**config.mk**
```make
export PLATFORM = sky130hd
export DESIGN_NAME = smcm_counter
export DESIGN_NICKNAME = d
export VERILOG_FILES = /design/src/logic/smcm_pkg.sv /design/src/logic/smcm_counter.sv
export SDC_FILE = /design/constraint.sdc
export NUM_CORES = 1
export LEC_CHECK = 0
export ABC_CLOCK_PERIOD_IN_PS = 2700
export BUFFER_PORTS_ARGS = -buffer_cell sky130_fd_sc_hd__buf_2
export CORE_MARGIN = 5
export CORE_UTILIZATION = 30
export CTS_CLUSTER_DIAMETER = 120
export DETAILED_ROUTE_END_ITERATION = 7
export SETUP_SLACK_MARGIN = 0.1
export SLEW_MARGIN = 5
export SYNTH_ARGS = -nofsm -noshare
export SYNTH_HDL_FRONTEND = slang
export SYNTH_SLANG_ARGS = --single-unit
```
**constraint.sdc**
```tcl
create_clock -name core_clk -period 2.7 [get_ports core_clk]
set_input_delay 0.27 -clock core_clk [delete_from_list [all_inputs] [get_ports core_clk]]
set_output_delay 0.27 -clock core_clk [all_outputs]
set_load 0.005 [all_outputs]
```
**src/logic/smcm_pkg.sv**
```systemverilog
package smcm_pkg;

  // Widths
  localparam int unsigned ADDR_W = 16;
  localparam int unsigned DATA_W = 8;
  localparam int unsigned CNT_W  = 24;

  // Register offsets (byte addresses on the plain register port)
  localparam logic [15:0] OFS_MEAS_COUNT      = 16'h048C;
  localparam logic [15:0] OFS_PERIOD_CAPTURE  = 16'h048F;
  localparam logic [15:0] OFS_WIDTH_CAPTURE   = 16'h0492;
  localparam logic [15:0] OFS_PERIOD_LIMIT    = 16'h0495;
  localparam logic [15:0] OFS_CONTROL_A       = 16'h0498;
  localparam logic [15:0] OFS_CONTROL_B       = 16'h0499;
  localparam logic [15:0] OFS_STATUS          = 16'h049A;
  localparam logic [15:0] OFS_CLOCK_SELECT    = 16'h049B;
  localparam logic [15:0] OFS_SIGNAL_SELECT   = 16'h049C;
  localparam logic [15:0] OFS_WINDOW_SELECT   = 16'h049D;
  localparam logic [15:0] OFS_IRQ_STATUS      = 16'h049E;
  localparam logic [15:0] OFS_IRQ_ENABLE      = 16'h049F;

  // Control A fields
  localparam int unsigned CA_ENABLE = 7;
  localparam int unsigned CA_HALT   = 5;
  localparam int unsigned CA_WPOL   = 4;
  localparam int unsigned CA_SPOL   = 3;

  // Control B fields
  localparam int unsigned CB_RUN    = 7;
  localparam int unsigned CB_REPEAT = 6;
  localparam int unsigned CB_MODE_L = 0;
  localparam int unsigned MODE_W    = 4;

  // Status fields
  localparam int unsigned ST_PFORCE = 7;
  localparam int unsigned ST_WFORCE = 6;
  localparam int unsigned ST_CLEAR  = 4;
  localparam int unsigned ST_RUNNING = 2;
  localparam int unsigned ST_WLEVEL = 1;
  localparam int unsigned ST_SLEVEL = 0;

  // Interrupt status and enable bit positions
  localparam int unsigned IRQ_WIDTH  = 0;
  localparam int unsigned IRQ_PERIOD = 1;
  localparam int unsigned IRQ_MATCH  = 2;
  localparam int unsigned IRQ_N      = 3;

  // Counter mode encodings
  localparam logic [3:0] MODE_FREE     = 4'h8;
  localparam logic [3:0] MODE_GATED    = 4'h9;
  localparam logic [3:0] MODE_WINDOWED = 4'hA;

  // Reset values
  localparam logic [23:0] COUNT_RST = 24'h00_0000;
  localparam logic [23:0] LIMIT_RST = 24'hFF_FFFF;
  localparam logic [7:0]  BYTE_RST  = 8'h00;
  localparam logic [2:0]  IRQ_RST   = 3'h0;

  // Sequencer states
  typedef enum logic [1:0] {
    SMCM_IDLE,
    SMCM_WAIT,
    SMCM_COUNT
  } smcm_state_e;

  // Register port request
  typedef struct packed {
    logic [15:0] addr;
    logic [7:0]  wdata;
    logic        wr;
    logic        rd;
  } smcm_req_s;

endpackage

```
**src/logic/smcm_counter.sv**
```systemverilog
`timescale 1ns/100ps
// Overview of operation
// Free mode counts each signal pulse
// Free mode: window fall captures width
// Gated mode starts at window rise
// Gated mode: window fall captures width
// Windowed mode: start at rise, capture at fall
// Windowed mode: later rises capture period
// Width capture raises width flag
// Period capture raises period flag
// Count equal limit raises match flag
// Each flag has its own enable
// Keeps measuring while its sources run
// 24-bit count, byte views, resets zero
// Period capture read-only, not reset
// Width capture read-only, not reset
// Single acquisition stops and clears run
// Halt bit holds count at limit
// Force bits copy count into captures
// Clear bit zeroes the count
// Window edges aligned with signal sampling
module smcm_counter (
  // Clock and reset
  input  wire logic               core_clk,
  input  wire logic               rst_b,
  // Register port
  input  wire smcm_pkg::smcm_req_s bus_req,
  output logic [7:0]              rd_data_r,
  // Measured inputs
  input  wire logic               sig_pin,
  input  wire logic               win_pin,
  // Interrupt
  output logic                    irq_r
);

  // Byte lane update of a 24-bit register
  function automatic logic [23:0] put_byte(input logic [23:0] val, input logic [1:0] idx, input logic [7:0] b);
    logic [23:0] res;
    res = val;
    case (idx)
      2'h0:    res[7:0]   = b;
      2'h1:    res[15:8]  = b;
      default: res[23:16] = b;
    endcase
    return res;
  endfunction

  // Address falls within a three byte register
  function automatic logic in_triple(input logic [15:0] addr, input logic [15:0] base);
    return (addr >= base) && (addr < base + 16'h0003);
  endfunction

  // Byte of a 24-bit register
  function automatic logic [7:0] get_byte(input logic [23:0] val, input logic [1:0] idx);
    case (idx)
      2'h0:    return val[7:0];
      2'h1:    return val[15:8];
      default: return val[23:16];
    endcase
  endfunction

  // Registers
  logic [23:0]              cnt_r;
  logic [23:0]              cpr_r;
  logic [23:0]              cpw_r;
  logic [23:0]              limit_r;
  logic [7:0]               con_a_r;
  logic [7:0]               con_b_r;
  logic [7:0]               clk_sel_r;
  logic [7:0]               sig_sel_r;
  logic [7:0]               win_sel_r;
  logic [2:0]               irq_st_r;
  logic [2:0]               irq_en_r;
  smcm_pkg::smcm_state_e    state_r;
  smcm_pkg::smcm_state_e    state_nxt;
  logic                     sig_s1_r;
  logic                     sig_s2_r;
  logic                     sig_s3_r;
  logic                     win_s1_r;
  logic                     win_s2_r;
  logic                     win_s3_r;
  logic [7:0]               rd_nxt;

  // Bus decode
  wire        wr          = bus_req.wr;
  wire [15:0] addr        = bus_req.addr;
  wire [7:0]  wdata       = bus_req.wdata;
  wire        wr_cnt      = wr && in_triple(addr, smcm_pkg::OFS_MEAS_COUNT);
  wire        wr_limit    = wr && in_triple(addr, smcm_pkg::OFS_PERIOD_LIMIT);
  wire        wr_stat     = wr && (addr == smcm_pkg::OFS_STATUS);
  wire [1:0]  cnt_idx     = 2'(addr - smcm_pkg::OFS_MEAS_COUNT);
  wire [1:0]  limit_idx   = 2'(addr - smcm_pkg::OFS_PERIOD_LIMIT);
  wire        clr_req     = wr_stat && wdata[smcm_pkg::ST_CLEAR];
  wire        wforce      = wr_stat && wdata[smcm_pkg::ST_WFORCE];
  wire        pforce      = wr_stat && wdata[smcm_pkg::ST_PFORCE];
  wire        sw_cnt      = wr_cnt || clr_req;

  // Control fields
  wire        enable      = con_a_r[smcm_pkg::CA_ENABLE];
  wire        halt        = con_a_r[smcm_pkg::CA_HALT];
  wire        run         = con_b_r[smcm_pkg::CB_RUN];
  wire        repeat_on   = con_b_r[smcm_pkg::CB_REPEAT];
  wire [3:0]  mode        = con_b_r[smcm_pkg::CB_MODE_L +: smcm_pkg::MODE_W];
  wire        m_free      = (mode == smcm_pkg::MODE_FREE);
  wire        m_gated     = (mode == smcm_pkg::MODE_GATED);
  wire        m_windowed  = (mode == smcm_pkg::MODE_WINDOWED);
  wire        m_counter   = m_free || m_gated || m_windowed;

  // Polarity-corrected levels and edges, both inputs sampled together
  wire        sig_now     = sig_s2_r ^ con_a_r[smcm_pkg::CA_SPOL];
  wire        sig_prev    = sig_s3_r ^ con_a_r[smcm_pkg::CA_SPOL];
  wire        win_now     = win_s2_r ^ con_a_r[smcm_pkg::CA_WPOL];
  wire        win_prev    = win_s3_r ^ con_a_r[smcm_pkg::CA_WPOL];
  wire        sig_rise    = sig_now && !sig_prev;
  wire        win_rise    = win_now && !win_prev;
  wire        win_fall    = !win_now && win_prev;

  // Measurement events
  wire        counting    = (state_r == smcm_pkg::SMCM_COUNT);
  wire        inc         = counting && sig_rise && (!m_gated || win_now);
  wire        at_limit    = (cnt_r == limit_r);
  wire        match       = inc && at_limit;
  wire        hw_wcap     = counting && win_fall;
  wire        hw_pcap     = counting && m_windowed && win_rise;
  wire        wcap        = hw_wcap || wforce;
  wire        pcap        = hw_pcap || pforce;
  wire        acq_done    = m_windowed ? hw_pcap : hw_wcap;
  wire        single_done = acq_done && !repeat_on;
  wire [23:0] cnt_inc     = at_limit ? (halt ? cnt_r : smcm_pkg::COUNT_RST) : cnt_r + 24'h00_0001;
  wire [2:0]  irq_set     = {match, pcap, wcap};
  wire        irq_nxt     = |(irq_st_r & irq_en_r);

  // Input synchronisers
  always_ff @(posedge core_clk or negedge rst_b) begin
    if (!rst_b) begin
      sig_s1_r <= 1'b0;
      sig_s2_r <= 1'b0;
      sig_s3_r <= 1'b0;
      win_s1_r <= 1'b0;
      win_s2_r <= 1'b0;
      win_s3_r <= 1'b0;
    end else begin
      sig_s1_r <= sig_pin;
      sig_s2_r <= sig_s1_r;
      sig_s3_r <= sig_s2_r;
      win_s1_r <= win_pin;
      win_s2_r <= win_s1_r;
      win_s3_r <= win_s2_r;
    end
  end

  // Sequencer next state
  always_comb begin
    state_nxt = state_r;
    if (!enable || !run || !m_counter) begin
      state_nxt = smcm_pkg::SMCM_IDLE;
    end else begin
      case (state_r)
        smcm_pkg::SMCM_IDLE:  state_nxt = m_free ? smcm_pkg::SMCM_COUNT : smcm_pkg::SMCM_WAIT;
        smcm_pkg::SMCM_WAIT:  state_nxt = win_rise ? smcm_pkg::SMCM_COUNT : smcm_pkg::SMCM_WAIT;
        smcm_pkg::SMCM_COUNT: begin
          if (single_done) begin
            state_nxt = smcm_pkg::SMCM_IDLE;
          end else if (m_gated && hw_wcap) begin
            state_nxt = smcm_pkg::SMCM_WAIT;
          end
        end
        default: state_nxt = smcm_pkg::SMCM_IDLE;
      endcase
    end
  end

  // Sequencer state; runs on core_clk, the only clock of the counter
  always_ff @(posedge core_clk or negedge rst_b) begin
    if (!rst_b) begin
      state_r <= smcm_pkg::SMCM_IDLE;
    end else begin
      state_r <= state_nxt;
    end
  end

  // Count register
  always_ff @(posedge core_clk or negedge rst_b) begin
    if (!rst_b) begin
      cnt_r <= smcm_pkg::COUNT_RST;
    end else if (clr_req) begin
      cnt_r <= smcm_pkg::COUNT_RST;
    end else if (wr_cnt) begin
      cnt_r <= put_byte(cnt_r, cnt_idx, wdata);
    end else if (hw_pcap) begin
      cnt_r <= inc ? 24'h00_0001 : smcm_pkg::COUNT_RST;
    end else if (inc) begin
      cnt_r <= cnt_inc;
    end
  end

  // Capture registers, no reset: contents undefined until first capture
  always_ff @(posedge core_clk) begin
    if (wcap) begin
      cpw_r <= cnt_r;
    end
    if (pcap) begin
      cpr_r <= cnt_r;
    end
  end

  // Configuration registers
  always_ff @(posedge core_clk or negedge rst_b) begin
    if (!rst_b) begin
      limit_r   <= smcm_pkg::LIMIT_RST;
      con_a_r   <= smcm_pkg::BYTE_RST;
      clk_sel_r <= smcm_pkg::BYTE_RST;
      sig_sel_r <= smcm_pkg::BYTE_RST;
      win_sel_r <= smcm_pkg::BYTE_RST;
      irq_en_r  <= smcm_pkg::IRQ_RST;
    end else if (wr) begin
      if (wr_limit) begin
        limit_r <= put_byte(limit_r, limit_idx, wdata);
      end
      if (addr == smcm_pkg::OFS_CONTROL_A) begin
        con_a_r <= wdata;
      end
      if (addr == smcm_pkg::OFS_CLOCK_SELECT) begin
        clk_sel_r <= wdata;
      end
      if (addr == smcm_pkg::OFS_SIGNAL_SELECT) begin
        sig_sel_r <= wdata;
      end
      if (addr == smcm_pkg::OFS_WINDOW_SELECT) begin
        win_sel_r <= wdata;
      end
      if (addr == smcm_pkg::OFS_IRQ_ENABLE) begin
        irq_en_r <= wdata[2:0];
      end
    end
  end

  // Control B; a finished single acquisition drops the run bit
  always_ff @(posedge core_clk or negedge rst_b) begin
    if (!rst_b) begin
      con_b_r <= smcm_pkg::BYTE_RST;
    end else if (wr && (addr == smcm_pkg::OFS_CONTROL_B)) begin
      con_b_r <= wdata;
    end else if (single_done) begin
      con_b_r[smcm_pkg::CB_RUN] <= 1'b0;
    end
  end

  // Sticky flags, write one to clear, set wins
  always_ff @(posedge core_clk or negedge rst_b) begin
    if (!rst_b) begin
      irq_st_r <= smcm_pkg::IRQ_RST;
    end else if (wr && (addr == smcm_pkg::OFS_IRQ_STATUS)) begin
      irq_st_r <= (irq_st_r & ~wdata[2:0]) | irq_set;
    end else begin
      irq_st_r <= irq_st_r | irq_set;
    end
  end

  // Read mux
  always_comb begin
    rd_nxt = smcm_pkg::BYTE_RST;
    if (in_triple(addr, smcm_pkg::OFS_MEAS_COUNT)) begin
      rd_nxt = get_byte(cnt_r, cnt_idx);
    end else if (in_triple(addr, smcm_pkg::OFS_PERIOD_CAPTURE)) begin
      rd_nxt = get_byte(cpr_r, 2'(addr - smcm_pkg::OFS_PERIOD_CAPTURE));
    end else if (in_triple(addr, smcm_pkg::OFS_WIDTH_CAPTURE)) begin
      rd_nxt = get_byte(cpw_r, 2'(addr - smcm_pkg::OFS_WIDTH_CAPTURE));
    end else if (in_triple(addr, smcm_pkg::OFS_PERIOD_LIMIT)) begin
      rd_nxt = get_byte(limit_r, limit_idx);
    end else begin
      case (addr)
        smcm_pkg::OFS_CONTROL_A:     rd_nxt = con_a_r;
        smcm_pkg::OFS_CONTROL_B:     rd_nxt = con_b_r;
        smcm_pkg::OFS_STATUS:        rd_nxt = {5'h00, counting, win_now, sig_now};
        smcm_pkg::OFS_CLOCK_SELECT:  rd_nxt = clk_sel_r;
        smcm_pkg::OFS_SIGNAL_SELECT: rd_nxt = sig_sel_r;
        smcm_pkg::OFS_WINDOW_SELECT: rd_nxt = win_sel_r;
        smcm_pkg::OFS_IRQ_STATUS:    rd_nxt = {5'h00, irq_st_r};
        smcm_pkg::OFS_IRQ_ENABLE:    rd_nxt = {5'h00, irq_en_r};
        default:                     rd_nxt = smcm_pkg::BYTE_RST;
      endcase
    end
  end

  // Output flops
  always_ff @(posedge core_clk or negedge rst_b) begin
    if (!rst_b) begin
      rd_data_r <= smcm_pkg::BYTE_RST;
      irq_r     <= 1'b0;
    end else begin
      rd_data_r <= bus_req.rd ? rd_nxt : smcm_pkg::BYTE_RST;
      irq_r     <= irq_nxt;
    end
  end
endmodule

```
## Yosys cells after proc, flatten, opt, wreduce, memory -nomap -nowiden

Index checks and enable logic that the tools add are counted.

- Add/sub/neg operators: 5
- $lt $le $gt $ge: 8
- Equal/unequal tests: 23
- Mux-type cells: 30
- Bitwise operators: 10
- Reductions and logical operators: 59

Operators with widths:

| operator | number |
|---|---|
| $mux 24 | 6 |
| $eq 16x11->1 const B | 8 |
| $ge 16x11->1 const B | 4 |
| $lt 16x11->1 const B | 4 |
| $mux 8 | 8 |
| $pmux 8 s2 | 4 |
| $pmux 8 s8 | 1 |
| $add 24x1->24 const B | 1 |
| $eq 24x24->1 | 1 |
| $logic_and 1x1->1 | 23 |
| $reduce_and 3->1 | 6 |
| $eq 4x4->1 const B | 3 |
| $eq 2x1->1 const B | 5 |
| $logic_not 2->1 | 5 |
| $mux 2 | 5 |
| $reduce_and 2->1 | 5 |
| $logic_not 1->1 | 8 |
| $logic_or 1x1->1 | 7 |
| $and 3x3->3 | 2 |
| $ne 3x1->1 const B | 2 |
| $or 3x3->3 | 2 |
| $pmux 2 s3 | 1 |
| $ne 5x4->1 const B | 1 |
| $mux 1 | 4 |
| 13 further kinds | 19 |

- Register bits: 159
- Input port bits: 30
- Output and inout bits: 9
- Word-level logic and storage cells: 160

## Logic depth before layout (Yosys ltp)

- Word-level depth: 9
- Gate-level depth with buffers: 11
- Gate-level depth less buffers: 9

## Worst setup path after synthesis

OpenSTA, ideal clock, no wires.

- Kind: input port to flip-flop
- Start point: input bus_req[25] (netlist name)
- End point: register cpw_r[0] (enable)
- Setup time: 368 ps
- Arrival time: 2052 ps
- Data required time: 2332 ps
- Setup slack: 280 ps
- Stages: 5
- Buffers on the path: 1
- Path through: or4_4 -> nor4_4 -> and2b_1 -> buf_6 -> a31o_2

- Cells in the longest elaborated chain, start to end: 4

RTL lines:

| element | RTL line | text |
|---|---|---|
| start, declared | smcm_counter.sv:27 | `input wire smcm_pkg::smcm_req_s bus_req,` |
| $eq 16x11->1 | smcm_counter.sv:90 | `wire wr_stat = wr && (addr == smcm_pkg::OFS_STATUS);` |
| $logic_and 1x1->1 | smcm_counter.sv:90 |  |
| $logic_and 1x1->1 | smcm_counter.sv:94 | `wire wforce = wr_stat && wdata[smcm_pkg::ST_WFORCE];` |
| $logic_or 1x1->1 | smcm_counter.sv:125 | `wire wcap = hw_wcap \|\| wforce;` |
| via wcap | smcm_counter.sv:125 |  |
| end signal, assigned | smcm_counter.sv:200 | `cpw_r <= cnt_r;` |
| end, declared | smcm_counter.sv:65 | `logic [23:0] cpw_r;` |

The timed path passes the listed nets, and every way through them passes these cells.
A chain may end at the register's enable or synchronous reset.

## Worst setup path after layout

- Start point: input bus_req[10] (netlist name)
- End point: register rd_data_r[4]

- Cells in the longest elaborated chain, start to end: 8
- Elaborated cells between the ends (all ways): 42
- Those cells by class: 4 x add/sub; 8 x order compare; 12 x eq/ne; 10 x mux; 8 x reduce/logical

RTL lines:

| element | RTL line | text |
|---|---|---|
| branches (longest 6 deep; another with $ge 16x11->1) | n/a |  |
| $mux 8 * | smcm_counter.sv:263 | `if (in_triple(addr, smcm_pkg::OFS_MEAS_COUNT)) begin` |
| $mux 8 * | smcm_counter.sv:292 | `rd_data_r <= bus_req.rd ? rd_nxt : smcm_pkg::BYTE_RST;` |
| end signal, assigned | smcm_counter.sv:289 | `rd_data_r <= smcm_pkg::BYTE_RST;` |
| end signal, assigned | smcm_counter.sv:292 |  |
| end, declared | smcm_counter.sv:28 | `output logic [7:0] rd_data_r,` |

Every way passes the cells marked *.

==> reports/qor.csv <==
stage,metric,value,unit
status,result of the run,finished clean,
final_layout,Post-Layout Inst Area,9742,sq um
logic_synthesis,fraction of the yosys area taken by sequential cells,51.68,%
final_layout,ratio of cells with drive above 1 in the final layout,29.31,%
critical_path,crit path capture type,flip-flop,
timing,worst slew margin relative to its limit,42.62,%
place,placed cells,1135,
critical_path,FF-to-FF path depth,7,
final_layout,non-filler instance count after layout,1170,
logic_synthesis,synthesized-area fraction occupied by adder cells,1.217,%
final_layout,# nets final,854,
place,Setup Slack @ Placement,3.948,ps
global_routing,total routing resource utilization after global routing,16.51,%
route,number of design rule violations left after detail routing,0,
timing,Final min period,2374,ps
place,detailed placer's ending HPWL,17880,microns
logic_synthesis,share of flip-flops with an asynchronous set or reset after synthesis,69.81,%
timing,final-report hold violation count,0,
hold_path,capture endpoint of the worst hold path,rd_data_r[0],
hold_path,path type of the worst min-delay path,in -> reg,
die,IO Count,39,
cts,CTS tree,built,
critical_path,cell family contributing the most delay on the critical path,compound AO/OA/AOI/OAI gates,
cts,clock tree root buffer cell,sky130_fd_sc_hd__clkbuf_16,
hold_path,launch instance of the worst min-delay path,bus_req[0],
route,average routed wire per standard cell,21.45,microns
timing,final hold slack,150.1,ps
cts,post-CTS clock slew at the launch and capture registers of the worst setup and hold paths,70,ps
critical_path,"Max FO, Critical Path",18,
power_and_ir_drop,leak pwr,4.143,nW
run,max-capacitance violation count,0,
cts,Max Buffers Root-to-Sink,2,
route,overall routed net length,25090,microns
route,Vias,6524,
logic_synthesis,flip-flop and latch count after synthesis,159,
cts,worst skew pair latency,430,ps
logic_synthesis,Simple-Gate Fraction of Synth Area,12.54,%
critical_path,Worst Path Buf+Inv,2,
critical_path,internal reg-to-reg setup slack,330,ps
critical_path,reg-to-reg endpoint,cnt_r[10],
logic_synthesis,number of nets produced by synthesis,786,
timing,maximum clock frequency,421.3,MHz
global_routing,via count of the first global-routing pass,6410,
critical_path,source of the worst register-to-register timing path,win_s2_r,
critical_path,Setup Crit Path Kind,in -> reg,
global_routing,wire length of the first global-routing pass,39220,microns
route,initial DRC count,860,
power_and_ir_drop,worst vdd ir,0.0004364,V
critical_path,Worst path most repeated cell,sky130_fd_sc_hd__a21oi_1,
logic_synthesis,multiplexer share of the synthesized area,10.24,%
timing,Final setup viols,0,
hold_path,cell count of the worst hold path,2,
logic_synthesis,Compound-Gate Fraction of Synth Area,17.38,%
cts,postcts setup bufs,0,
die,number of cell rows,60,
timing,PnR worst setup slack,326.5,ps
logic_synthesis,Post-Synthesis Cells,748,
route,post-detailed-route count of antenna-violating nets,0,
global_routing,grt total ovfl,0,
logic_synthesis,Unique masters post-synth,72,
cts,number of CTS-inserted buffers,17,
logic_synthesis,summed instance area of the synthesized netlist,8222,sq um
route,number of iterations in the first detailed-routing pass,6,
timing,setup tns final,0,ps
die,Starting Density,30.51,%
route,vias per inst,5.576,
critical_path,WP data arrival,2660,ps
timing,actual transition at the worst max-transition pin,857.5,ps
timing,clock tree skew after final layout,12.17,ps
place,PortBufs,38,
critical_path,sequence of cells on the critical path,buf_2 > inv_1 > ha_1 > a21oi_1 > a221oi_1 > a221oi_1 > a21oi_1 > a21oi_1,
power_and_ir_drop,Power per Cell Area,522.1,nW/um^2
die,Die X,175.5,microns
cts,number of levels the H-tree was split into,4,
critical_path,delay of the slowest critical-path stage,740,ps
timing,total count of max-transition violations in the final report,0,
place,instance area after placement,9128,sq um
logic_synthesis,most frequently used flop master after synthesis,sky130_fd_sc_hd__dfrtp_1,
critical_path,required time reported for the critical path endpoint,2990,ps
final_layout,# diodes,0,
timing,setup repair after global routing missed its margin,false,
logic_synthesis,dominant combinational cell family by area after synthesis,compound AO/OA/AOI/OAI gates,
critical_path,type of element launching the critical path,input port,
die,height of the chip,175.5,microns
cts,CTS Sinks,159,
logic_synthesis,YS warnings,0,
die,CORE AREA,26950,sq um
logic_synthesis,Syn Area/Cell,10.99,sq um
final_layout,synthesis-to-layout area growth,18.49,%
critical_path,cell with the largest stage delay on the worst path,sky130_fd_sc_hd__ha_1,
die,full die area,30820,sq um
logic_synthesis,synthesized-area fraction occupied by xor and xnor cells,2.983,%
logic_synthesis,number of enable flip-flop cells after synthesis,48,
global_routing,pin count of the biggest net entering global routing,68,
global_routing,initial antenna violation count,0,
place,final weighted congestion of routability-driven global placement,0.9494,
timing,fin crit share,87.91,%
## power breakdown
group          internal (W)  switching (W)  leakage, nW
combinational     0.0000755       0.000194         2.05
clock               0.00131        0.00103        0.280
sequential          0.00248     0.00000419         1.81
## cell type report
cell class,instances,area [sq um]
fill,2595,17210
sequential,159,4249
multi-input combinational,513,3659
timing repair buffer,100,740.7
clock buffer,21,484.2
tap,341,426.7
inverter,25,93.84
clock inverter,11,88.84
## sequential cells by signal (all words and copies together) (netlist names), 24 cells and up
register / count
cnt_r: 24
limit_r: 24
cpr_r: 24
cpw_r: 24
## how the worst max path moves through the flow
stage                      startpoint            to  slack (ps)  cells after the start
after floorplan           bus_req[25]      cpw_r[0]         280                      5
after global placement    bus_req[25]  rd_data_r[3]          20                      8
after detailed placement  bus_req[25]    con_b_r[1]           4                      7
after CTS                    cnt_r[0]     cnt_r[22]         180                      8
after global routing         cnt_r[0]     cnt_r[22]         110                      8
final                     bus_req[10]  rd_data_r[4]         330                      8
## per-stage QoR
| step | utilization, % | power [W] |
|---|---|---|
| finish | 36.15 | 0.005086 |
| global route | 36.15 | 0.005267 |
| CTS | 36.10 | 0.005122 |
| detailed placement | 33.87 | 0.002792 |
| global placement | 33.87 | 0.002792 |
| floorplan | - | 0.002647 |
## per-layer routing
metal | track usage (%) | wire (microns) | share of wire (%)
met3 | 4.046 | 2113 | 8.4
met1 | 22.71 | 10840 | 43
met4 | 6.043 | 685 | 2.7
met2 | 25.38 | 11450 | 46
met5 | 0 | 0 | 0
## repair_timing
action,in CTS,in global routing
endpoints found under the setup margin,0,4
hold endpoints to repair,25,0
resized for setup,0,2
hold buffers,3,0
## cell families after synthesis
| logic type | count (synthesis) |
|---|---|
| compound gates | 210 |
| simple gates | 192 |
| flops | 159 |
| buf+inv | 76 |
| mux | 75 |
| xor+xnor | 28 |
| fa+ha+maj | 8 |
## cell usage after synthesis (all sizes together), types with 3 or more instances
cell / n / area share [%]
a222oi: 8 / 0.97
and4b: 3 / 0.37
edfxtp: 48 / 18
nand3: 29 / 1.8
and3: 8 / 0.61
nor2: 27 / 1.3
or3: 3 / 0.23
a211oi: 3 / 0.33
xnor2: 6 / 0.64
a21oi: 54 / 3.3
xor2: 22 / 2.3
nand2: 58 / 2.6
o31ai: 3 / 0.27
buf: 17 / 1.3
inv: 25 / 1.1
o22ai: 12 / 0.91
and2: 3 / 0.24
a221oi: 10 / 1.1
o31a: 8 / 0.85
a22oi: 27 / 2.5
a22o: 16 / 1.8
a32oi: 3 / 0.32
nor4: 9 / 1.1
a31oi: 8 / 0.61
nand4: 7 / 0.53
nand2b: 7 / 0.53
nand3b: 3 / 0.27
clkbuf: 34 / 1.6
or3b: 3 / 0.32
dfrtp: 87 / 26
nor3: 16 / 1.1
or2: 3 / 0.23
dfstp: 24 / 7.7
ha: 8 / 1.2
o21ai: 37 / 2.3
mux2: 73 / 10
## placed cells by master, fill, tap and decap left out, types with 3 or more instances in the layout
master and instances:
sky130_fd_sc_hd__dfrtp_1 87, sky130_fd_sc_hd__mux2_2 73, sky130_fd_sc_hd__nand2_1 58, sky130_fd_sc_hd__a21oi_1 54
sky130_fd_sc_hd__buf_4 54, sky130_fd_sc_hd__edfxtp_1 48, sky130_fd_sc_hd__buf_2 37, sky130_fd_sc_hd__o21ai_0 36
sky130_fd_sc_hd__nand3_1 29, sky130_fd_sc_hd__a22oi_1 27, sky130_fd_sc_hd__nor2_1 26, sky130_fd_sc_hd__inv_1 25
sky130_fd_sc_hd__dfstp_2 24, sky130_fd_sc_hd__xor2_1 22, sky130_fd_sc_hd__clkbuf_16 19, sky130_fd_sc_hd__a22o_1 15
sky130_fd_sc_hd__nor3_1 14, sky130_fd_sc_hd__o22ai_1 12, sky130_fd_sc_hd__a221oi_1 10, sky130_fd_sc_hd__and3_1 8
sky130_fd_sc_hd__a222oi_1 8, sky130_fd_sc_hd__a31oi_1 8, sky130_fd_sc_hd__o31a_1 8, sky130_fd_sc_hd__ha_1 8
sky130_fd_sc_hd__nand2b_1 7, sky130_fd_sc_hd__nand4_1 7, sky130_fd_sc_hd__xnor2_1 6, sky130_fd_sc_hd__nor4_1 6
sky130_fd_sc_hd__buf_12 6, sky130_fd_sc_hd__inv_6 5, sky130_fd_sc_hd__or3b_2 3, sky130_fd_sc_hd__and4b_1 3
sky130_fd_sc_hd__nand3b_1 3, sky130_fd_sc_hd__o31ai_1 3, sky130_fd_sc_hd__a32oi_1 3, sky130_fd_sc_hd__or3_1 3
sky130_fd_sc_hd__dlygate4sd3_1 3
Power figures use the tool's default switching activity.
